===== config.mk =====
export PLATFORM = sky130hd
export DESIGN_NAME = saic_top
export DESIGN_NICKNAME = d
export VERILOG_FILES = /design/src/saic_pkg.sv /design/src/saic_pll_if.sv /design/src/saic_pll.sv /design/src/saic_top.sv
export SDC_FILE = /design/constraint.sdc
export NUM_CORES = 1
export LEC_CHECK = 0
export BUFFER_PORTS_ARGS = -buffer_cell sky130_fd_sc_hd__buf_2
export CORE_MARGIN = 4
export CORE_UTILIZATION = 39
export DETAILED_ROUTE_END_ITERATION = 8
export GPL_TIMING_DRIVEN = 0
export REMOVE_ABC_BUFFERS = 1
export SKIP_CTS_REPAIR_TIMING = 1
export SYNTH_ARGS = -nofsm -noshare
export SYNTH_HDL_FRONTEND = slang
export SYNTH_HIERARCHICAL = 1
export SYNTH_SLANG_ARGS = --single-unit

===== constraint.sdc =====
create_clock -name i_sys_clk -period 3.04 [get_ports i_sys_clk]
set_clock_uncertainty 0.05 [all_clocks]
set_input_delay 0 -clock i_sys_clk [delete_from_list [all_inputs] [get_ports i_sys_clk]]
set_output_delay 0 -clock i_sys_clk [all_outputs]
set_load 0.01 [all_outputs]

===== src/saic_pkg.sv =====
`default_nettype none
package saic_pkg;
  localparam int SYS_CLK_HZ = 20_000_000;
  localparam int HALT_TIMEOUT_NS = 100_000;
  localparam int HALT_CYC = HALT_TIMEOUT_NS / (1_000_000_000 / SYS_CLK_HZ);
  localparam int MAX_2CH_FRAME_HZ = 92_000;
  localparam int MIN_2CH_CYC = SYS_CLK_HZ / MAX_2CH_FRAME_HZ;
  // frame period windows in system cycles, split between rate families
  localparam int RATE_MAX_CYC = 700;
  localparam int RATE32_MIN_CYC = 540;
  localparam int RATE48_MIN_CYC = 300;
  localparam int RATE96_MIN_CYC = 150;
  localparam int GOOD_FRAMES = 4;
  localparam int TDM_SLOT_BITS = 32;
  localparam logic [7:0] FMT_CFG_ADDR = 8'h33;
  localparam logic [7:0] STATUS_ADDR = 8'h71;
  localparam logic [7:0] FMT_CFG_RESET = 8'h02;
  localparam int FMT_LSB = 4;
  localparam int WLEN_LSB = 0;
  localparam int ST_CLK_ERR = 0;
  localparam int ST_HALT = 1;
  localparam int ST_RATIO = 2;
  localparam int ST_RATE_LSB = 4;
  typedef enum logic [1:0] {
    FMT_I2S = 2'b00,
    FMT_LEFT_ALIGNED = 2'b01,
    FMT_RIGHT_ALIGNED = 2'b10,
    FMT_TDM = 2'b11
  } saic_fmt_t;
  typedef enum logic [1:0] {
    RATE_NONE = 2'b00,
    RATE_32K = 2'b01,
    RATE_48K = 2'b10,
    RATE_96K = 2'b11
  } saic_rate_t;
  typedef enum logic {
    ST_SLEEP = 1'b0,
    ST_PLAY = 1'b1
  } saic_state_t;
endpackage : saic_pkg
`default_nettype wire


===== src/saic_pll_if.sv =====
`timescale 1ns/10ps
`default_nettype none
interface saic_pll_if;
  logic bit_edge;
  logic tick;
  logic locked;
  modport core (output bit_edge, input tick, input locked);
  modport pll (input bit_edge, output tick, output locked);
endinterface : saic_pll_if
`default_nettype wire


===== src/saic_pll.sv =====
`timescale 1ns/10ps
`default_nettype none
// digital clock multiplier: tracks the bit-clock period and emits two
// processing ticks per bit, flagging lock when the period is steady
module saic_pll #(
  parameter int CNT_W = 8
) (
  input wire logic i_sys_clk, // system clock
  input wire logic i_rst,     // synchronous reset
  saic_pll_if.pll pif         // bit edges in, ticks and lock out
);
  logic [CNT_W-1:0] per_cnt;
  logic [CNT_W-1:0] period;
  logic [CNT_W-1:0] diff;

  assign diff = (per_cnt > period) ? per_cnt - period : period - per_cnt;

  always_ff @(posedge i_sys_clk) begin
    if (i_rst) begin
      per_cnt <= '0;
      period <= '0;
      pif.locked <= 1'b0;
    end else if (pif.bit_edge) begin
      per_cnt <= '0;
      period <= per_cnt;
      pif.locked <= (per_cnt > {{(CNT_W-2){1'b0}}, 2'b11}) &&
                    (diff <= {{(CNT_W-1){1'b0}}, 1'b1});
    end else if (per_cnt == {CNT_W{1'b1}}) begin
      pif.locked <= 1'b0;
    end else begin
      per_cnt <= per_cnt + 1'b1;
    end
  end

  always_ff @(posedge i_sys_clk) begin
    if (i_rst) begin
      pif.tick <= 1'b0;
    end else begin
      pif.tick <= pif.locked && (pif.bit_edge ||
                  (per_cnt == (period >> 1)));
    end
  end
endmodule : saic_pll
`default_nettype wire


===== src/saic_top.sv =====
// Summary of operation
// - processing ticks are multiplied from the bit clock; no master clock.
// - frame period classifies 32k, 44.1-48k, 88.2-96k families automatically.
// - on a clock halt, processor sleeps and amplifier outputs go high-Z.
// - playback resumes alone once clocks return; configuration is kept.
// - serial data is shifted in on each bit-clock rising edge only.
// - word clock is channel select in two-channel, frame sync in TDM.
// - two-channel formats take 16-32 bit words, 32 or 64 bits per frame.
// - TDM takes 128, 128/256/512, 128/256 bits per frame by rate family.
// - clock error shows in the status register at 0x71.
// - MSB-first two's complement up to 32 bits; reset is I2S, 24 bits.
// - TDM frame starts at the rising edge of frame sync.
`timescale 1ns/10ps
`default_nettype none
module saic_top import saic_pkg::*; (
  input wire logic i_sys_clk,                // 20 MHz system clock
  input wire logic i_rst,                    // synchronous reset, high
  input wire logic i_bit_clk,                // serial bit clock pin
  input wire logic i_word_select_frame_sync, // word select or frame sync
  input wire logic i_serial_audio_input,     // serial data pin
  input wire logic i_reg_wr,                 // register write strobe
  input wire logic [7:0] i_reg_addr,         // register address
  input wire logic [7:0] i_reg_wdata,        // register write data
  output logic [7:0] o_reg_rdata,            // register read data
  output logic [31:0] o_sample_left,         // left sample, MSB aligned
  output logic [31:0] o_sample_right,        // right sample, MSB aligned
  output logic o_sample_valid,               // sample pair pulse
  output logic [1:0] o_sample_rate,          // detected rate family
  output logic o_proc_tick,                  // processing clock tick
  output logic o_dsp_sleep,                  // processor sleep
  output logic o_amp_hiz,                    // amplifier outputs high-Z
  output logic o_clock_error                 // clock error level
);
  saic_pll_if pif ();
  saic_pll #(.CNT_W(8)) u_pll (
    .i_sys_clk(i_sys_clk),
    .i_rst(i_rst),
    .pif(pif)
  );

  logic [2:0] bck_q;
  logic [1:0] ws_q;
  logic [1:0] sd_q;
  logic [7:0] fmt_cfg;
  logic ws_prev;
  logic [31:0] shreg;
  logic [9:0] cnt;
  logic [10:0] fbits;
  logic [11:0] frame_cyc;
  logic [11:0] bit_idle;
  logic [11:0] frame_idle;
  logic [2:0] good_run;
  logic ratio_err;
  saic_rate_t rate;
  saic_state_t state;

  always_ff @(posedge i_sys_clk) begin
    if (i_rst) begin
      bck_q <= '0;
      ws_q <= '0;
      sd_q <= '0;
    end else begin
      bck_q <= {bck_q[1:0], i_bit_clk};
      ws_q <= {ws_q[0], i_word_select_frame_sync};
      sd_q <= {sd_q[0], i_serial_audio_input};
    end
  end

  logic bit_rise, bit_any, ws_s, sd_s, tdm, boundary, frame_edge, halted;
  saic_fmt_t fmt;
  logic [5:0] wlen;
  assign bit_rise = bck_q[1] & ~bck_q[2];
  assign bit_any = bck_q[1] ^ bck_q[2];
  assign ws_s = ws_q[1];
  assign sd_s = sd_q[1];
  assign fmt = saic_fmt_t'(fmt_cfg[FMT_LSB +: 2]);
  assign tdm = (fmt == FMT_TDM);
  assign frame_edge = bit_rise & ws_s & ~ws_prev;
  assign boundary = tdm ? frame_edge : bit_rise & (ws_s ^ ws_prev);
  assign halted = (state == ST_SLEEP);
  assign pif.bit_edge = bit_rise;

  always_comb begin
    unique case (fmt_cfg[WLEN_LSB +: 2])
      2'b00: wlen = 6'd16;
      2'b01: wlen = 6'd20;
      2'b10: wlen = 6'd24;
      2'b11: wlen = 6'd32;
    endcase
  end

  always_ff @(posedge i_sys_clk) begin
    if (i_rst) begin
      fmt_cfg <= FMT_CFG_RESET;
    end else if (i_reg_wr && i_reg_addr == FMT_CFG_ADDR) begin
      fmt_cfg <= i_reg_wdata;
    end
  end

  // serial shift path, clocked only by bit-clock rising edges
  logic [31:0] next_shreg;
  logic [9:0] next_cnt;
  assign next_shreg = {shreg[30:0], sd_s};
  assign next_cnt = boundary ? 10'd1 :
                    (cnt == 10'h3FF) ? cnt : cnt + 10'd1;

  always_ff @(posedge i_sys_clk) begin
    if (i_rst) begin
      shreg <= '0;
      cnt <= '0;
      ws_prev <= 1'b0;
    end else if (bit_rise) begin
      shreg <= next_shreg;
      cnt <= next_cnt;
      ws_prev <= ws_s;
    end
  end

  logic lat_en, lat_left;
  logic [31:0] lat_data;
  logic [5:0] lsh;
  logic [9:0] w_end;
  assign lsh = 6'd32 - wlen;
  assign w_end = {4'd0, wlen} + ((fmt == FMT_I2S) ? 10'd1 : 10'd0);

  always_comb begin
    lat_en = 1'b0;
    lat_left = 1'b0;
    lat_data = next_shreg << lsh;
    if (bit_rise) begin
      unique case (fmt)
        FMT_I2S: begin
          // a word that fills its slot ends on the next select change
          lat_en = boundary ? (cnt == {4'd0, wlen}) :
                   (next_cnt == w_end);
          lat_left = boundary ? ws_s : ~ws_s;
        end
        FMT_LEFT_ALIGNED: begin
          lat_en = (next_cnt == w_end);
          lat_left = ws_s;
        end
        FMT_RIGHT_ALIGNED: begin
          lat_en = boundary;
          lat_left = ~ws_s;
          lat_data = shreg << lsh;
        end
        FMT_TDM: begin
          lat_en = (next_cnt == {4'd0, wlen}) ||
                   (next_cnt == 10'(TDM_SLOT_BITS) + {4'd0, wlen});
          lat_left = (next_cnt == {4'd0, wlen});
        end
      endcase
    end
  end

  always_ff @(posedge i_sys_clk) begin
    if (i_rst) begin
      o_sample_left <= '0;
      o_sample_right <= '0;
      o_sample_valid <= 1'b0;
    end else begin
      o_sample_valid <= lat_en & ~lat_left & ~halted;
      if (lat_en && lat_left) begin
        o_sample_left <= lat_data;
      end
      if (lat_en && !lat_left) begin
        o_sample_right <= lat_data;
      end
    end
  end

  // frame measurement in bit clocks and in system cycles
  always_ff @(posedge i_sys_clk) begin
    if (i_rst) begin
      fbits <= '0;
    end else if (bit_rise) begin
      fbits <= frame_edge ? 11'd1 :
               (fbits == 11'h7FF) ? fbits : fbits + 11'd1;
    end
  end

  always_ff @(posedge i_sys_clk) begin
    if (i_rst) begin
      frame_cyc <= '0;
    end else begin
      frame_cyc <= frame_edge ? 12'd1 :
                   (frame_cyc == 12'hFFF) ? frame_cyc : frame_cyc + 12'd1;
    end
  end

  saic_rate_t meas_rate;
  logic meas_ok;
  always_comb begin
    if (frame_cyc > 12'(RATE_MAX_CYC)) begin
      meas_rate = RATE_NONE;
    end else if (frame_cyc >= 12'(RATE32_MIN_CYC)) begin
      meas_rate = RATE_32K;
    end else if (frame_cyc >= 12'(RATE48_MIN_CYC)) begin
      meas_rate = RATE_48K;
    end else if (frame_cyc >= 12'(RATE96_MIN_CYC)) begin
      meas_rate = RATE_96K;
    end else begin
      meas_rate = RATE_NONE;
    end
    if (tdm) begin
      meas_ok = (fbits == 11'd128 && meas_rate != RATE_NONE) ||
                (fbits == 11'd256 && meas_rate >= RATE_48K) ||
                (fbits == 11'd512 && meas_rate == RATE_48K);
    end else begin
      meas_ok = (fbits == 11'd32 || fbits == 11'd64) &&
                (meas_rate != RATE_NONE) &&
                (frame_cyc >= 12'(MIN_2CH_CYC));
    end
  end

  always_ff @(posedge i_sys_clk) begin
    if (i_rst) begin
      rate <= RATE_NONE;
      ratio_err <= 1'b0;
    end else if (frame_edge) begin
      rate <= meas_rate;
      ratio_err <= ~meas_ok;
    end
  end

  // halt watchdog on the free-running system clock
  logic halt_now;
  assign halt_now = (bit_idle == 12'(HALT_CYC)) ||
                    (frame_idle == 12'(HALT_CYC));
  always_ff @(posedge i_sys_clk) begin
    if (i_rst) begin
      bit_idle <= '0;
      frame_idle <= '0;
    end else begin
      bit_idle <= bit_any ? 12'd0 :
                  halt_now ? bit_idle : bit_idle + 12'd1;
      frame_idle <= (ws_q[1] ^ ws_prev) ? 12'd0 :
                    halt_now ? frame_idle : frame_idle + 12'd1;
    end
  end

  always_ff @(posedge i_sys_clk) begin
    if (i_rst || halt_now) begin
      good_run <= '0;
    end else if (frame_edge) begin
      good_run <= !meas_ok ? 3'd0 :
                  (good_run == 3'(GOOD_FRAMES)) ? good_run : good_run + 3'd1;
    end
  end

  always_ff @(posedge i_sys_clk) begin
    if (i_rst) begin
      state <= ST_SLEEP;
    end else begin
      unique case (state)
        ST_PLAY: if (halt_now) state <= ST_SLEEP;
        ST_SLEEP: if (!halt_now && pif.locked &&
                      good_run == 3'(GOOD_FRAMES)) state <= ST_PLAY;
      endcase
    end
  end

  logic [7:0] status;
  assign status = {2'b00, rate, 1'b0, ratio_err, halted,
                   halted | ratio_err};
  always_ff @(posedge i_sys_clk) begin
    if (i_rst) begin
      o_reg_rdata <= '0;
    end else begin
      unique case (i_reg_addr)
        FMT_CFG_ADDR: o_reg_rdata <= fmt_cfg;
        STATUS_ADDR: o_reg_rdata <= status;
        default: o_reg_rdata <= '0;
      endcase
    end
  end

  assign o_sample_rate = rate;
  assign o_proc_tick = pif.tick & ~halted;
  assign o_dsp_sleep = halted;
  assign o_amp_hiz = halted;
  assign o_clock_error = halted | ratio_err;
endmodule : saic_top
`default_nettype wire


# Word level (Yosys, flattened, before mapping)

Index checks and enable logic that the tools add are counted.

Register bits after elaboration: 203
Latch bits: 0
Memory bits (writable): 0
Bits in read-only memories: 0
Bits of input ports: 22
Output and inout bits: 79
Word-level logic and storage cells: 154
Memories kept: 0

Add/subtract/negate cells: 12
$mul: 0
Div/mod/pow operators: 0
Order comparisons: 9
Eq/ne operators: 29
Shifts and indexed selects: 2
Muxes and demuxes: 31
Bitwise operators: 16
Reductions and logical operators: 31

Operators with widths:

| operator                                                            | count |
|---|---|
| 2-to-1 mux 32 bit                                                   | 2 |
| left shift 32 x 6 -> 32 bit                                         | 2 |
| adder 12 x 1 -> 12 bit, second input constant                       | 3 |
| equality test 12 x 11 -> 1 bit, second input constant               | 2 |
| greater-or-equal comparator 12 x 8 -> 1 bit, second input constant  | 2 |
| case mux 6 bit (4 select lines)                                     | 1 |
| 2-to-1 mux 11 bit                                                   | 2 |
| equality test 10 x 6 -> 1 bit                                       | 2 |
| equality test 10 x 7 -> 1 bit                                       | 2 |
| 2-to-1 mux 10 bit                                                   | 2 |
| case mux 8 bit (2 select lines)                                     | 1 |
| subtractor 8 bit                                                    | 2 |
| 2-to-1 mux 1 bit                                                    | 13 |
| equality test 12 bit, second input constant                         | 1 |
| greater-or-equal comparator 12 x 10 -> 1 bit, second input constant | 1 |
| greater-or-equal comparator 12 x 9 -> 1 bit, second input constant  | 1 |
| > comparator 12 x 10 -> 1 bit, second input constant                | 1 |
| logical AND 1 bit                                                   | 12 |
| adder 11 x 1 -> 11 bit, second input constant                       | 1 |
| equality test 11 x 10 -> 1 bit, second input constant               | 1 |
| equality test 11 bit, second input constant                         | 1 |
| equality test 11 x 6 -> 1 bit, second input constant                | 1 |
| equality test 11 x 7 -> 1 bit, second input constant                | 1 |
| equality test 11 x 8 -> 1 bit, second input constant                | 1 |
| other kinds (35)                                                    | 72 |

# Depth between registers and ports, before layout

Gate-level depths: netlist of run 1.

Word-level depth: 12
Depth in mapped cells: 12
Gate-level depth less buffers: 10

# Hierarchy

Netlist of run 1, hierarchy kept.

By module, submodules not included:

| module   | times used | cells an instance | area each (sq um) | sequential area each (sq um) |
|---|---|---|---|---|
| saic_top | 1          | 1169              | 9726.8            | 3703.6 |
| saic_pll | 1          | 203               | 1641.6            | 360.3 |

# Worst setup path before layout of run 1

Ideal clock, no wire load.

Path kind: register to register
Start point: reg cnt[0]
End point: reg o_sample_left[16]
Library setup time: 0.123 ns
Arrival time: 2.761 ns
Data required time: 2.867 ns
Path slack: 0.106 ns
Stages on the path, launching flop included: 13
Path buffers: 3
Clock period less this slack: 2.934 ns
Path through: dfxtp_1 -> ha_1 -> clkbuf_1 -> and2_1 -> clkbuf_1 -> a311oi_1 -> a311o_1 -> a221oi_2 -> o2111ai_1 -> o22a_1 -> a211oi_4 -> buf_4 -> mux2_1

Word-level cells in the longest chain between the ends: 8
Elaborated cells between the ends (all ways): 15
Classes of those cells: add/sub (1); eq/ne (5); mux (7); reduce/logical (2)

RTL lines:

| element                                                        | RTL line                         | source |
|---|---|---|
| start: declaration                                             | saic_top.sv:47                   | `logic [9:0] cnt;` |
| start signal: assignment                                       | saic_top.sv:114                  | `cnt <= next_cnt;` |
| adder 10 x 1 -> 10 bit or equality test 10 bit (tied branches) | saic_top.sv:105                  | `(cnt == 10'h3FF) ? cnt : cnt + 10'd1;` |
| 2-to-1 mux 10 bit                                              | saic_top.sv:105                  |  |
| 2-to-1 mux 10 bit                                              | saic_top.sv:104                  | `assign next_cnt = boundary ? 10'd1 :` |
| equality test 10 x 7 -> 1 bit (tied with other cells)          | saic_top.sv:135, saic_top.sv:139 |  |
| 2-to-1 mux 1 bit or logical OR 1 bit (tied branches)           | saic_top.sv:134, saic_top.sv:148 |  |
| case mux 1 bit (4 select lines)                                | saic_top.sv:131                  | `unique case (fmt)` |
| 2-to-1 mux 1 bit                                               | saic_top.sv:130                  | `if (bit_rise) begin` |
| logical AND 1 bit (*)                                          | saic_top.sv:163                  | `if (lat_en && lat_left) begin` |
| end signal: assignment                                         | saic_top.sv:164                  | `o_sample_left <= lat_data;` |
| end: declaration                                               | saic_top.sv:25                   | `output logic [31:0] o_sample_left,` |

Mark *: on every way between the ends. The rest lies on a longest branch, timed or not.
A chain may end at the register's enable or synchronous reset.

# Final worst setup path of run 1

Start point: reg cnt[9]
End point: reg o_sample_left[1]

Same word-level chain as after synthesis.

==> impl_table.tex, run 1 <==
\begin{tabular}{lr}
\hline
Metric & Value \\
\hline
\multicolumn{2}{l}{\textbf{CTS}} \\
\quad TritonCTS Sinks & 203 \\
\quad Depth of the CTS H-tree & 1 \\
\quad Total CTS buffers & 23 \\
\quad Source-to-sink clock delay at the later pin of the worst-skew pair & 0.51 ns \\
\quad Buffer type at the clock tree root & sky130\_fd\_sc\_hd\_\_clkbuf\_16 \\
\quad TritonCTS clock tree & yes \\
\quad Maximum buffer depth of the clock tree & 3 \\
\quad Clock slew seen by the registers of the worst setup and hold paths & 0.06 ns \\
\multicolumn{2}{l}{\textbf{Setup path}} \\
\quad Cell chain of the critical path & nand3\_1 > nor4\_2 > a2bb2oi\_2 > xor2\_1 > o2111ai\_1 > o22a\_2 > a211oi\_4 > buf\_12 > buf\_16 > mux2\_2 \\
\quad Critical Path Fanout Max & 12 \\
\quad CP startpoint & cnt[9] \\
\quad Critical Path AT & 3.45 ns \\
\quad CP startpoint kind & flip-flop \\
\quad Worst path max stage delay & 0.48 ns \\
\quad Data required, critical path & 3.38 ns \\
\quad Buf/Inv on CP & 2 \\
\quad Kind of critical path & reg2reg \\
\quad CP top delay family & compound AO/OA/AOI/OAI gates \\
\quad Standard cell with the maximum stage delay on the critical path & sky130\_fd\_sc\_hd\_\_dfxtp\_1 \\
\quad Worst reg2reg startpoint & cnt[9] \\
\quad Worst setup EP type & flip-flop \\
\multicolumn{2}{l}{\textbf{Pwr}} \\
\quad Maximum vdd drop & 323 uV \\
\quad Switching part of the total & 22.2\% \\
\quad Cell Pwr Density & 426 nW/um\^{}2 \\
\quad Power Internal & 4.47 mW \\
\quad Share of power burned in registers & 47.1\% \\
\quad Switching power of the nets & 1.28 mW \\
\quad Combinational group share of total power & 5.3\% \\
\quad Share of total power in the clock network & 47.6\% \\
\quad Post-layout total power & 5.75 mW \\
\quad Pleak & 5.26 nW \\
\multicolumn{2}{l}{\textbf{Synthesis}} \\
\quad Post-Syn Instances & 1372 \\
\quad Most frequent cell after synthesis & sky130\_fd\_sc\_hd\_\_dfxtp\_1 \\
\quad Count of different cell masters after synthesis & 82 \\
\quad Ranking of synthesized cells by instance count & sky130\_fd\_sc\_hd\_\_dfxtp\_1 (203), sky130\_fd\_sc\_hd\_\_nand2\_1 (185), sky130\_fd\_sc\_hd\_\_nor2\_1 (154), sky130\_fd\_sc\_hd\_\_mux2i\_1 (131), sky130\_fd\_sc\_hd\_\_a21oi\_1 (70) \\
\quad Part of the Yosys area used for sequential elements & 35.7\% \\
\quad Synth top area cells & sky130\_fd\_sc\_hd\_\_dfxtp\_1 (36\%), sky130\_fd\_sc\_hd\_\_mux2i\_1 (12\%), sky130\_fd\_sc\_hd\_\_nand2\_1 (6.1\%) \\
\quad Syn Area/Cell & 8.29 um\^{}2 \\
\quad Top FF cell, synth & sky130\_fd\_sc\_hd\_\_dfxtp\_1 \\
\quad Netlist area before placement & 11400 um\^{}2 \\
\quad FFs w/ async S/R, synth & 0\% \\
\quad Cell accounting for the most synthesized area & sky130\_fd\_sc\_hd\_\_dfxtp\_1 \\
\quad Count of flip-flops with a built-in enable after synthesis & 0 \\
\quad Number of warnings issued by yosys & 6 \\
\quad Yosys reg bits & 203 \\
\quad Portion of synthesized cell area occupied by the leading cell type & 35.7\% \\
\multicolumn{2}{l}{\textbf{Floorplan}} \\
\quad Die X & 179 um \\
\quad Initial Utilization & 39.6\% \\
\quad Area of the core & 28700 um\^{}2 \\
\quad Height of the die & 179 um \\
\quad I/O pin count & 101 \\
\quad Die footprint & 31900 um\^{}2 \\
\quad Core Rows & 62 \\
\multicolumn{2}{l}{\textbf{Timing}} \\
\quad Hold violation count in the final report & 5 \\
\quad Setup Viol. Count Final & 14 \\
\quad Final count of pins violating max slew & 0 \\
\quad Period minus WS final & 3.11 ns \\
\quad Smallest hold slack & -0.0515 ns \\
\quad Unrepaired setup endpoints after global routing & true \\
\quad Achievable clock frequency & 0.321 GHz \\
\quad Worst-case setup margin in the final layout & -0.0705 ns \\
\quad Final clock period utilization by the worst path & 102\% \\
\quad Transition at the pin with the smallest max-transition slack & 0.994 ns \\
\quad Headroom to the max-slew limit & 33.6\% \\
\multicolumn{2}{l}{\textbf{Detailed routing}} \\
\quad DRC violation count after routing & 0 \\
\quad Initial drt markers & 821 \\
\quad Via-to-Cell Ratio & 5.37 \\
\quad Average wire length per cell after detail routing & 15.8 um \\
\quad Drt total wl & 29300 um \\
\quad Vias post-DR & 9948 \\
\quad Count of nets left with antenna violations after detail routing & 0 \\
\quad Number of search-and-repair iterations in the first detailed-routing pass & 5 \\
\multicolumn{2}{l}{\textbf{Layout}} \\
\quad Final instance area & 13500 um\^{}2 \\
\quad Ant diodes & 0 \\
\quad Total Nets Final & 1517 \\
\quad Share of cells above drive strength 1 & 16.5\% \\
\quad Synth-to-Final Area Change & 18.7\% \\
\quad Final design utilization & 47.0\% \\
\multicolumn{2}{l}{\textbf{Placement}} \\
\quad Count of buffers inserted at the top-level ports & 100 \\
\quad Placed wire-length estimate after detailed placement & 19900 um \\
\quad RePlAce Congestion & 0.825 \\
\quad Total placed instance area & 12100 um\^{}2 \\
\multicolumn{2}{l}{\textbf{Global routing}} \\
\quad Antenna violations before repair & 1 \\
\quad Number of global-route vias before repair & 9022 \\
\quad First-pass GRT wire length & 46200 um \\
\quad Pin count of the biggest net entering global routing & 81 \\
\quad Total GRT Usage & 17.2\% \\
\quad Residual overflow from global routing & 0 \\
\multicolumn{2}{l}{\textbf{Status}} \\
\quad Violations in the final reports & hold timing, setup timing \\
\quad Result of the run & complete, but fails checks \\
\multicolumn{2}{l}{\textbf{Hold path}} \\
\quad Worst hold path class & in2reg \\
\quad Start point of the worst hold path & i\_reg\_addr[3] \\
\multicolumn{2}{l}{\textbf{Run}} \\
\quad Max capacitance violation total & 0 \\
\hline
\end{tabular}
metrics by stage:
stage,setup slack (ns),hold slack (ns),setup TNS [ns],instances
detailed placement,-1.46,0.164,-71.95,1768
CTS,-1.49,-0.362,-73.34,1805
finish,-0.0705,-0.0515,-0.740,1854
global placement,-4.84,0.162,-475.52,1760
global route,-0.153,0.00327,-2.50,1854
floorplan,-2.57,0.0191,-177.20,1276
registers in the layout (all words and copies together) (netlist names), 10 cells and up:
name,cells
bit_idle,12
cnt,10
o_sample_left,32
fbits,11
shreg,32
frame_cyc,12
frame_idle,12
o_sample_right,32
layout make-up:
cell class                      count  area (um^2)
Fill cell                        2832        15200
Clock buffer                       34          667
Timing Repair Buffer              157         1130
Multi-Input combinational cell   1026         6860
Tap cell                          384          480
Sequential cell                   203         4100
Inverter                           47          180
Clock inverter                      3         65.1
path summary, 6_finish.rpt:
| kind | slack [ns] | cells past startpoint | end |
|---|---|---|---|
| worst max-delay path | -0.07 | 10 | o_sample_left[1] |
| worst min-delay path | -0.05 | 4 | o_reg_rdata[2] |
| worst max register to register | -0.07 | 10 | o_sample_left[1] |
| worst min register to register | 0.39 | 1 | sd_q[1] |
routing by layer:
metal | up-vias | GRT usage (%) | wire length (um) | share of wire, %
met5 | - | 0 | 0 | 0
met4 | 0 | 4.16 | 620 | 2.1
met3 | 38 | 2.43 | 1580 | 5.4
met2 | 247 | 27.7 | 13200 | 45
met1 | 4681 | 24.5 | 13900 | 47
li1 | 4982 | - | - | -
layout by cell type (no fill, tap or decap), types with 32 or more instances in the layout:
| cell type | n |
|---|---|
| sky130_fd_sc_hd__nand3_1 | 32 |
| sky130_fd_sc_hd__o21ai_0 | 36 |
| sky130_fd_sc_hd__mux2i_1 | 131 |
| sky130_fd_sc_hd__inv_1 | 41 |
| sky130_fd_sc_hd__dfxtp_1 | 190 |
| sky130_fd_sc_hd__nor2b_1 | 36 |
| sky130_fd_sc_hd__nand2_1 | 182 |
| sky130_fd_sc_hd__nor2_1 | 153 |
| sky130_fd_sc_hd__buf_2 | 99 |
| sky130_fd_sc_hd__a21oi_1 | 70 |
cells by family after synthesis:
logic type / share of synthesized area (%)
simple gates: 22.6
compound gates: 14.2
flops: 35.7
mux: 14.0
buf+inv: 5.32
xor+xnor: 3.93
fa+ha+maj: 4.20
worst min-delay path, delay by kind of cell:
kind,cells,cell delay [ns]
buffers and inverters,1,0.07
AND/OR/NAND/NOR,3,0.37
power groups by stage:
stage | Sequential [mW] | Clock [mW] | Combinational (mW)
final | 2.71 | 2.74 | 0.306
after global routing | 2.71 | 2.91 | 0.343
after CTS | 2.71 | 2.81 | 0.284
after global placement | 2.77 | 0 | 0.274
after detailed placement | 2.77 | 0 | 0.282
after floorplan | 2.76 | 0 | 0.189
Power figures use the tool's default switching activity.
==> run 2: changes to the inputs <==
Settings changed: GPL_TIMING_DRIVEN 0 to not set.
==> run 2 against run 1 <==
  * The run ends with hold timing left
  * Maximum frequency grew 5.2%
  * Sequential power is essentially flat
  * Final cell count grew 2.3%
  * Combinational power grew 2%
  * Global-route usage grew 1.2 points
  * Cell area grew 2.0%
  * Worst hold slack gained 0.047 ns
  * Setup slack gained 0.15 ns
  * Sequential cell count is the same
  * Highest routed layer unchanged
==> impl_table.tex, run 2 (synthesis gave the netlist of run 1 again) <==
\begin{tabular}{lr}
\hline
Metric & Value \\
\hline
\multicolumn{2}{l}{\textbf{Pwr}} \\
\quad Cell Pwr Density & 437 nW/um\^{}2 (+2.5\%) \\
\quad Share of power burned in registers & 45.1\% (-2.0 points) \\
\quad Combinational group share of total power & 5.2\% (about the same) \\
\quad Switching part of the total & 22.1\% (-0.059 points) \\
\quad Share of total power in the clock network & 49.8\% (+2.2 points) \\
\quad Maximum vdd drop & 322 uV (-0.19\%) \\
\quad Pleak & 5.47 nW (+3.9\%) \\
\quad Switching power of the nets & 1.33 mW (+4.3\%) \\
\quad Power Internal & 4.68 mW (+4.7\%) \\
\multicolumn{2}{l}{\textbf{Floorplan}} \\
\quad Height of the die & 179 um (unchanged) \\
\quad Die X & 179 um (unchanged) \\
\quad I/O pin count & 101 (unchanged) \\
\quad Core Rows & 62 (unchanged) \\
\quad Area of the core & 28700 um\^{}2 (unchanged) \\
\quad Initial Utilization & 39.6\% (unchanged) \\
\quad Die footprint & 31900 um\^{}2 (unchanged) \\
\multicolumn{2}{l}{\textbf{Timing}} \\
\quad Headroom to the max-slew limit & 42.1\% (+8.6 points) \\
\quad Summed negative setup slack over all endpoints & 0 ns (+0.740 ns) \\
\quad Period minus WS final & 2.96 ns (-0.153 ns) \\
\quad Setup Viol. Count Final & 0 (-14) \\
\quad Achievable clock frequency & 0.338 GHz (+5.2\%) \\
\quad Transition at the pin with the smallest max-transition slack & 0.865 ns (-0.129 ns) \\
\quad Final clock period utilization by the worst path & 97.3\% (-5.0 points) \\
\quad Final count of pins violating max slew & 0 (unchanged) \\
\quad Smallest hold slack & -0.00481 ns (+0.0467 ns) \\
\quad Hold violation count in the final report & 1 (-4) \\
\multicolumn{2}{l}{\textbf{Hold path}} \\
\quad Worst hold path class & in2reg \\
\quad Hold Path Depth & 4 (unchanged) \\
\multicolumn{2}{l}{\textbf{Placement}} \\
\quad Placed wire-length estimate after detailed placement & 21600 um (+8.4\%) \\
\quad RePlAce Congestion & 0.910 (+10\%) \\
\quad Cells after DPL & 1820 (+2.9\%) \\
\quad Count of buffers inserted at the top-level ports & 100 (unchanged) \\
\multicolumn{2}{l}{\textbf{Detailed routing}} \\
\quad Drt total wl & 30700 um (+4.8\%) \\
\quad DRC violation count after routing & 0 (unchanged) \\
\quad Initial drt markers & 693 (-16\%) \\
\quad Via-to-Cell Ratio & 5.31 (-1.1\%) \\
\quad Count of nets left with antenna violations after detail routing & 0 (unchanged) \\
\quad Vias post-DR & 10061 (+1.1\%) \\
\quad Number of search-and-repair iterations in the first detailed-routing pass & 5 (unchanged) \\
\quad Average wire length per cell after detail routing & 16.2 um (+2.5\%) \\
\multicolumn{2}{l}{\textbf{Setup path}} \\
\quad Kind of critical path & reg2reg \\
\quad Data required, critical path & 3.38 ns (about the same) \\
\quad Critical Path Fanout Max & 13 (+1) \\
\quad Critical Path AT & 3.30 ns (-0.15 ns) \\
\quad CP startpoint kind & flip-flop \\
\quad Worst setup EP type & flip-flop \\
\quad Worst r2r path cells & 11 (+1) \\
\multicolumn{2}{l}{\textbf{Layout}} \\
\quad Final design utilization & 48.0\% (+0.95 points) \\
\quad Fillers & 2819 (-0.46\%) \\
\quad Synth-to-Final Area Change & 21.1\% \\
\quad Share of cells above drive strength 1 & 17.9\% (+1.4 points) \\
\quad Most common cell after layout, fill and taps aside & sky130\_fd\_sc\_hd\_\_dfxtp\_1 \\
\quad Top flop regs & o\_sample\_left x32, o\_sample\_right x32, shreg x32 \\
\quad Total Nets Final & 1556 (+2.6\%) \\
\quad Ant diodes & 0 (unchanged) \\
\quad Non-Filler Instances & 1896 (+2.3\%) \\
\quad Commonest cells after routing, fill and taps aside & sky130\_fd\_sc\_hd\_\_dfxtp\_1 (202), sky130\_fd\_sc\_hd\_\_nand2\_1 (185), sky130\_fd\_sc\_hd\_\_nor2\_1 (154), sky130\_fd\_sc\_hd\_\_mux2i\_1 (131), sky130\_fd\_sc\_hd\_\_buf\_2 (99) \\
\multicolumn{2}{l}{\textbf{CTS}} \\
\quad Buffer type at the clock tree root & sky130\_fd\_sc\_hd\_\_clkbuf\_16 \\
\quad Clock slew seen by the registers of the worst setup and hold paths & 0.06 ns (about the same) \\
\quad TritonCTS Sinks & 203 (unchanged) \\
\quad Total CTS buffers & 24 (+4.3\%) \\
\quad TritonCTS clock tree & yes \\
\quad Source-to-sink clock delay at the later pin of the worst-skew pair & 0.52 ns (about the same) \\
\quad Maximum buffer depth of the clock tree & 3 (unchanged) \\
\quad Depth of the CTS H-tree & 1 (unchanged) \\
\multicolumn{2}{l}{\textbf{Status}} \\
\quad Violations in the final reports & hold timing \\
\quad Result of the run & complete, but fails checks \\
\multicolumn{2}{l}{\textbf{Global routing}} \\
\quad Pin count of the biggest net entering global routing & 40 (-51\%) \\
\quad Number of global-route vias before repair & 9304 (+3.1\%) \\
\quad Antenna violations before repair & 1 (unchanged) \\
\quad Residual overflow from global routing & 0 (unchanged) \\
\quad Total GRT Usage & 18.4\% (+1.2 points) \\
\quad First-pass GRT wire length & 48900 um (+5.9\%) \\
\multicolumn{2}{l}{\textbf{Run}} \\
\quad Max capacitance violation total & 0 (unchanged) \\
\hline
\end{tabular}
==> run 2: changes by cell type in the layout (fill, tap and decap cells not counted), moves of 2 or more <==
cell / change
sky130_fd_sc_hd__clkbuf_16: +3
sky130_fd_sc_hd__dfxtp_1: +12
sky130_fd_sc_hd__a31oi_1: -2
sky130_fd_sc_hd__dlygate4sd3_1: +2
sky130_fd_sc_hd__buf_4: +38
sky130_fd_sc_hd__dfxtp_4: -9
sky130_fd_sc_hd__ha_4: -2
sky130_fd_sc_hd__clkbuf_1: -3
sky130_fd_sc_hd__buf_16: -4
sky130_fd_sc_hd__nand2_2: -3
sky130_fd_sc_hd__nand2_1: +3
sky130_fd_sc_hd__dfxtp_2: -3
sky130_fd_sc_hd__ha_2: +2
==> run 2: power by group through the flow <==
stage / clock [mW] / combinational, mW / sequential, mW
finish: 2.99 / 0.312 / 2.71
global route: 3.17 / 0.349 / 2.71
CTS: 3.07 / 0.291 / 2.71
detailed placement: 0 / 0.290 / 2.77
global placement: 0 / 0.285 / 2.77
floorplan: 0 / 0.189 / 2.76
==> run 2: routing by layer <==
layer / vias up / global-route usage, % / routed length (um)
met4: 0 / 4.09 / 649
met3: 48 / 2.95 / 1530
met1: 4735 / 26.3 / 14700
met2: 239 / 29.3 / 13900
met5: - / 0 / 0
li1: 5039 / - / -
==> run 2: worst max-delay path: stages (launching register included) <==
cell                       delay [ns]
sky130_fd_sc_hd__dfxtp_1         0.37
sky130_fd_sc_hd__buf_4           0.22
sky130_fd_sc_hd__nand4_1         0.26
sky130_fd_sc_hd__o31ai_1         0.31
sky130_fd_sc_hd__a31o_2          0.18
sky130_fd_sc_hd__nand3_1         0.13
sky130_fd_sc_hd__nor4b_4         0.30
sky130_fd_sc_hd__o21ai_2         0.14
sky130_fd_sc_hd__a211oi_4        0.24
sky130_fd_sc_hd__buf_4           0.17
sky130_fd_sc_hd__buf_12          0.12
sky130_fd_sc_hd__mux2_2          0.33
==> run 2: per-stage QoR <==
stage / hold WS, ns / power, mW / setup slack [ns] / instance area [um^2]
2_1_floorplan: 0.0191 / 2.95 / -2.57 / 10900
3_3_place_gp: 0.164 / 3.05 / 0.0515 / 12500
3_5_place_dp: 0.173 / 3.06 / 0.0164 / 12500
4_1_cts: -0.365 / 6.07 / -0.0132 / 13300
5_1_grt: 0.0468 / 6.23 / -0.0684 / 13800
6_report: -0.00481 / 6.01 / 0.0822 / 13800
==> run 2: area by class of cell <==
cell class	instances	area [um^2]	area share [%]
multi-input combinational	1026	6840	49.7
timing repair buffer	195	1370	9.94
clock inverter	8	125	0.909
inverter	47	176	1.28
tap	384	480	3.49
clock buffer	33	706	5.13
sequential	203	4070	29.5
==> run 2: final timing paths <==
check / slack [ns] / from / to
hold / removal: -0.005 / i_reg_wr / fmt_cfg[1]
hold reg to reg: 0.39 / sd_q[0] / sd_q[1]
setup / recovery: 0.08 / cnt[2] / o_sample_left[1]
setup reg to reg: 0.08 / cnt[2] / o_sample_left[1]
==> run 3: changes to the inputs <==
Settings changed: CORE_UTILIZATION 39 to 30.
Clock period 3.04 ns to 3.7 ns, I/O delays scaled along.
==> run 3 against run 2 <==
  * The run still ends with hold timing left
  * Sequential share of layout area up 0.96 points
  * Via count is 0.67% lower
  * Combinational power fell by 21%
  * Clock-buffer cell count down 2
  * Routed wire length fell by 2.4%
  * Core utilization down 12 points
  * First-iteration DRC count shrank 0.43%
  * Largest cell class unchanged
  * Final cell count up 4.4%
  * Critical endpoint is now o_sample_right[13]
  * Die area grew 29%
  * Sequential power decreased by 18%
  * Register-to-register slack improved by 0.24 ns
==> impl_table.tex, run 3 (synthesis gave the netlist of run 1 again) <==
\begin{tabular}{lr}
\hline
Metric & Value \\
\hline
\multicolumn{2}{l}{\textbf{Floorplan}} \\
\quad Core Rows & 71 (+15\%) \\
\quad Die X & 203 um (+13\%) \\
\quad I/O pin count & 101 (unchanged) \\
\quad Area of the core & 37500 um\^{}2 (+31\%) \\
\quad Initial Utilization & 30.3\% (-9.3 points) \\
\quad Die footprint & 41100 um\^{}2 (+29\%) \\
\quad Height of the die & 203 um (+13\%) \\
\multicolumn{2}{l}{\textbf{Setup path}} \\
\quad Cell chain of the critical path & nand4\_2 > nor3\_1 > mux2\_2 > o31ai\_1 > and4b\_1 > o21ai\_1 > a211oi\_4 > buf\_12 > buf\_4 > mux2i\_1 \\
\quad Critical Path AT & 3.75 ns (+0.45 ns) \\
\quad Worst setup EP type & flip-flop \\
\quad Standard cell with the maximum stage delay on the critical path & sky130\_fd\_sc\_hd\_\_dfxtp\_1 \\
\quad CP startpoint kind & flip-flop \\
\quad Critical Path Fanout Max & 21 (+8) \\
\quad Data required, critical path & 4.07 ns (+0.69 ns) \\
\quad Worst path max stage delay & 0.54 ns (+0.17 ns) \\
\quad Kind of critical path & reg2reg \\
\multicolumn{2}{l}{\textbf{CTS}} \\
\quad Buffer type at the clock tree root & sky130\_fd\_sc\_hd\_\_clkbuf\_16 \\
\quad TritonCTS clock tree & yes \\
\quad Source-to-sink clock delay at the later pin of the worst-skew pair & 0.51 ns (about the same) \\
\quad Clock slew seen by the registers of the worst setup and hold paths & 0.06 ns (about the same) \\
\quad Depth of the CTS H-tree & 1 (unchanged) \\
\quad Maximum buffer depth of the clock tree & 3 (unchanged) \\
\quad TritonCTS Sinks & 203 (unchanged) \\
\quad Total CTS buffers & 23 (-4.2\%) \\
\multicolumn{2}{l}{\textbf{Global routing}} \\
\quad Total GRT Usage & 13.8\% (-4.6 points) \\
\quad Antenna violations before repair & 0 (-1) \\
\quad Number of global-route vias before repair & 9367 (+0.68\%) \\
\quad First-pass GRT wire length & 48500 um (-0.89\%) \\
\quad Residual overflow from global routing & 0 (unchanged) \\
\quad Pin count of the biggest net entering global routing & 50 (+25\%) \\
\multicolumn{2}{l}{\textbf{Pwr}} \\
\quad Combinational group share of total power & 5.3\% (about the same) \\
\quad Share of power burned in registers & 47.5\% (+2.4 points) \\
\quad Pleak & 5.17 nW (-5.4\%) \\
\quad Switching part of the total & 23.3\% (+1.2 points) \\
\quad Cell Pwr Density & 352 nW/um\^{}2 (-19\%) \\
\quad Share of total power in the clock network & 47.3\% (-2.5 points) \\
\quad Maximum vdd drop & 230 uV (-28\%) \\
\quad Power Internal & 3.60 mW (-23\%) \\
\quad Switching power of the nets & 1.09 mW (-18\%) \\
\multicolumn{2}{l}{\textbf{Placement}} \\
\quad RePlAce Congestion & 0.886 (-2.7\%) \\
\quad Total placed instance area & 12300 um\^{}2 (-0.95\%) \\
\quad Placed wire-length estimate after detailed placement & 21200 um (-2.1\%) \\
\quad Count of buffers inserted at the top-level ports & 100 (unchanged) \\
\quad Cells after DPL & 1915 (+5.2\%) \\
\multicolumn{2}{l}{\textbf{Run}} \\
\quad Max capacitance violation total & 0 (unchanged) \\
\multicolumn{2}{l}{\textbf{Detailed routing}} \\
\quad Number of search-and-repair iterations in the first detailed-routing pass & 5 (unchanged) \\
\quad Vias post-DR & 9994 (-0.67\%) \\
\quad Initial drt markers & 690 (-0.43\%) \\
\quad Via-to-Cell Ratio & 5.05 (-4.9\%) \\
\quad DRC violation count after routing & 0 (unchanged) \\
\quad Average wire length per cell after detail routing & 15.2 um (-6.5\%) \\
\quad Count of nets left with antenna violations after detail routing & 0 (unchanged) \\
\quad Drt total wl & 30000 um (-2.4\%) \\
\multicolumn{2}{l}{\textbf{Layout}} \\
\quad Share of cells above drive strength 1 & 13.9\% (-4.0 points) \\
\quad Final instance area & 13300 um\^{}2 (-3.2\%) \\
\quad Top flop regs & o\_sample\_left x32, o\_sample\_right x32, shreg x32 \\
\quad Total Nets Final & 1515 (-2.6\%) \\
\quad Most common cell after layout, fill and taps aside & sky130\_fd\_sc\_hd\_\_dfxtp\_1 \\
\quad Synth-to-Final Area Change & 17.2\% \\
\quad Commonest cells after routing, fill and taps aside & sky130\_fd\_sc\_hd\_\_dfxtp\_1 (203), sky130\_fd\_sc\_hd\_\_nand2\_1 (185), sky130\_fd\_sc\_hd\_\_nor2\_1 (154), sky130\_fd\_sc\_hd\_\_mux2i\_1 (131), sky130\_fd\_sc\_hd\_\_buf\_2 (99) \\
\quad Ant diodes & 0 (unchanged) \\
\quad Non-Filler Instances & 1980 (+4.4\%) \\
\multicolumn{2}{l}{\textbf{Timing}} \\
\quad Transition at the pin with the smallest max-transition slack & 0.836 ns (-0.0287 ns) \\
\quad Smallest hold slack & -0.0277 ns (-0.0229 ns) \\
\quad Period minus WS final & 3.38 ns (+0.421 ns) \\
\quad Final clock period utilization by the worst path & 91.3\% (-6.0 points) \\
\quad Achievable clock frequency & 0.296 GHz (-12\%) \\
\quad Unrepaired setup endpoints after global routing & false \\
\quad Hold violation count in the final report & 5 (+4) \\
\quad Setup Viol. Count Final & 0 (unchanged) \\
\quad Final count of pins violating max slew & 0 (unchanged) \\
\quad Headroom to the max-slew limit & 44.1\% (+1.9 points) \\
\multicolumn{2}{l}{\textbf{Hold path}} \\
\quad Worst hold path class & in2reg \\
\multicolumn{2}{l}{\textbf{Status}} \\
\quad Violations in the final reports & hold timing \\
\quad Result of the run & complete, but fails checks \\
\hline
\end{tabular}
==> run 3: cell types whose count changed in the layout (fill, tap and decap cells not counted), moves of 3 or more <==
cell                        delta
sky130_fd_sc_hd__a31oi_1       +4
sky130_fd_sc_hd__a31oi_2       -3
sky130_fd_sc_hd__buf_12        -3
sky130_fd_sc_hd__buf_4        -35
sky130_fd_sc_hd__clkbuf_16     -3
==> run 3: worst paths after layout <==
path / from / endpoint / slack (ns) / depth (start not counted)
hold / removal: i_reg_addr[2] / o_reg_rdata[0] / -0.03 / 4
setup / recovery: cnt[3] / o_sample_right[13] / 0.32 / 10
setup reg to reg: cnt[3] / o_sample_right[13] / 0.32 / 10
hold reg to reg: ws_q[0] / ws_q[1] / 0.38 / 1
==> run 3: routing by layer <==
layer | vias to the layer above | track usage, % | routed length (um)
met1 | 4754 | 19.7 | 14400
li1 | 4952 | - | -
met2 | 247 | 21.9 | 13400
met3 | 41 | 2.28 | 1570
met5 | - | 0 | 0
met4 | 0 | 3.35 | 635
==> run 3: worst max-delay path: cells and delay by family, from the launching register on <==
family	cells	cell delay [ns]
buf+inv	2	0.44
flops	1	0.54
compound gates	3	0.86
mux	2	0.56
simple gates	3	0.83
==> run 3: area by class of cell <==
type	count	area, um^2
sequential	203	4060
inverter	47	176
fill	3837	24200
clock inverter	7	75.1
timing repair buffer	155	1010
tap	511	639
multi-input combinational	1026	6720
clock buffer	31	646
==> run 3: per-stage QoR <==
| step | setup WS, ns | power (mW) | utilization (%) | TNS [ns] |
|---|---|---|---|---|
| floorplan | -1.91 | 2.42 | - | -114.25 |
| global placement | 0.482 | 2.51 | 32.9 | 0 |
| detailed placement | 0.387 | 2.51 | 32.9 | 0 |
| CTS | 0.373 | 4.74 | 34.8 | 0 |
| global route | 0.0544 | 4.88 | 35.5 | 0 |
| finish | 0.321 | 4.69 | 35.5 | 0 |
==> run 3: power by group through the flow <==
stage                     Sequential [mW]  Clock, mW  Combinational, mW
after global routing                 2.23       2.37              0.281
final                                2.23       2.22              0.247
after detailed placement             2.27          0              0.233
after floorplan                      2.27          0              0.155
after global placement               2.27          0              0.231
after CTS                            2.23       2.28              0.234
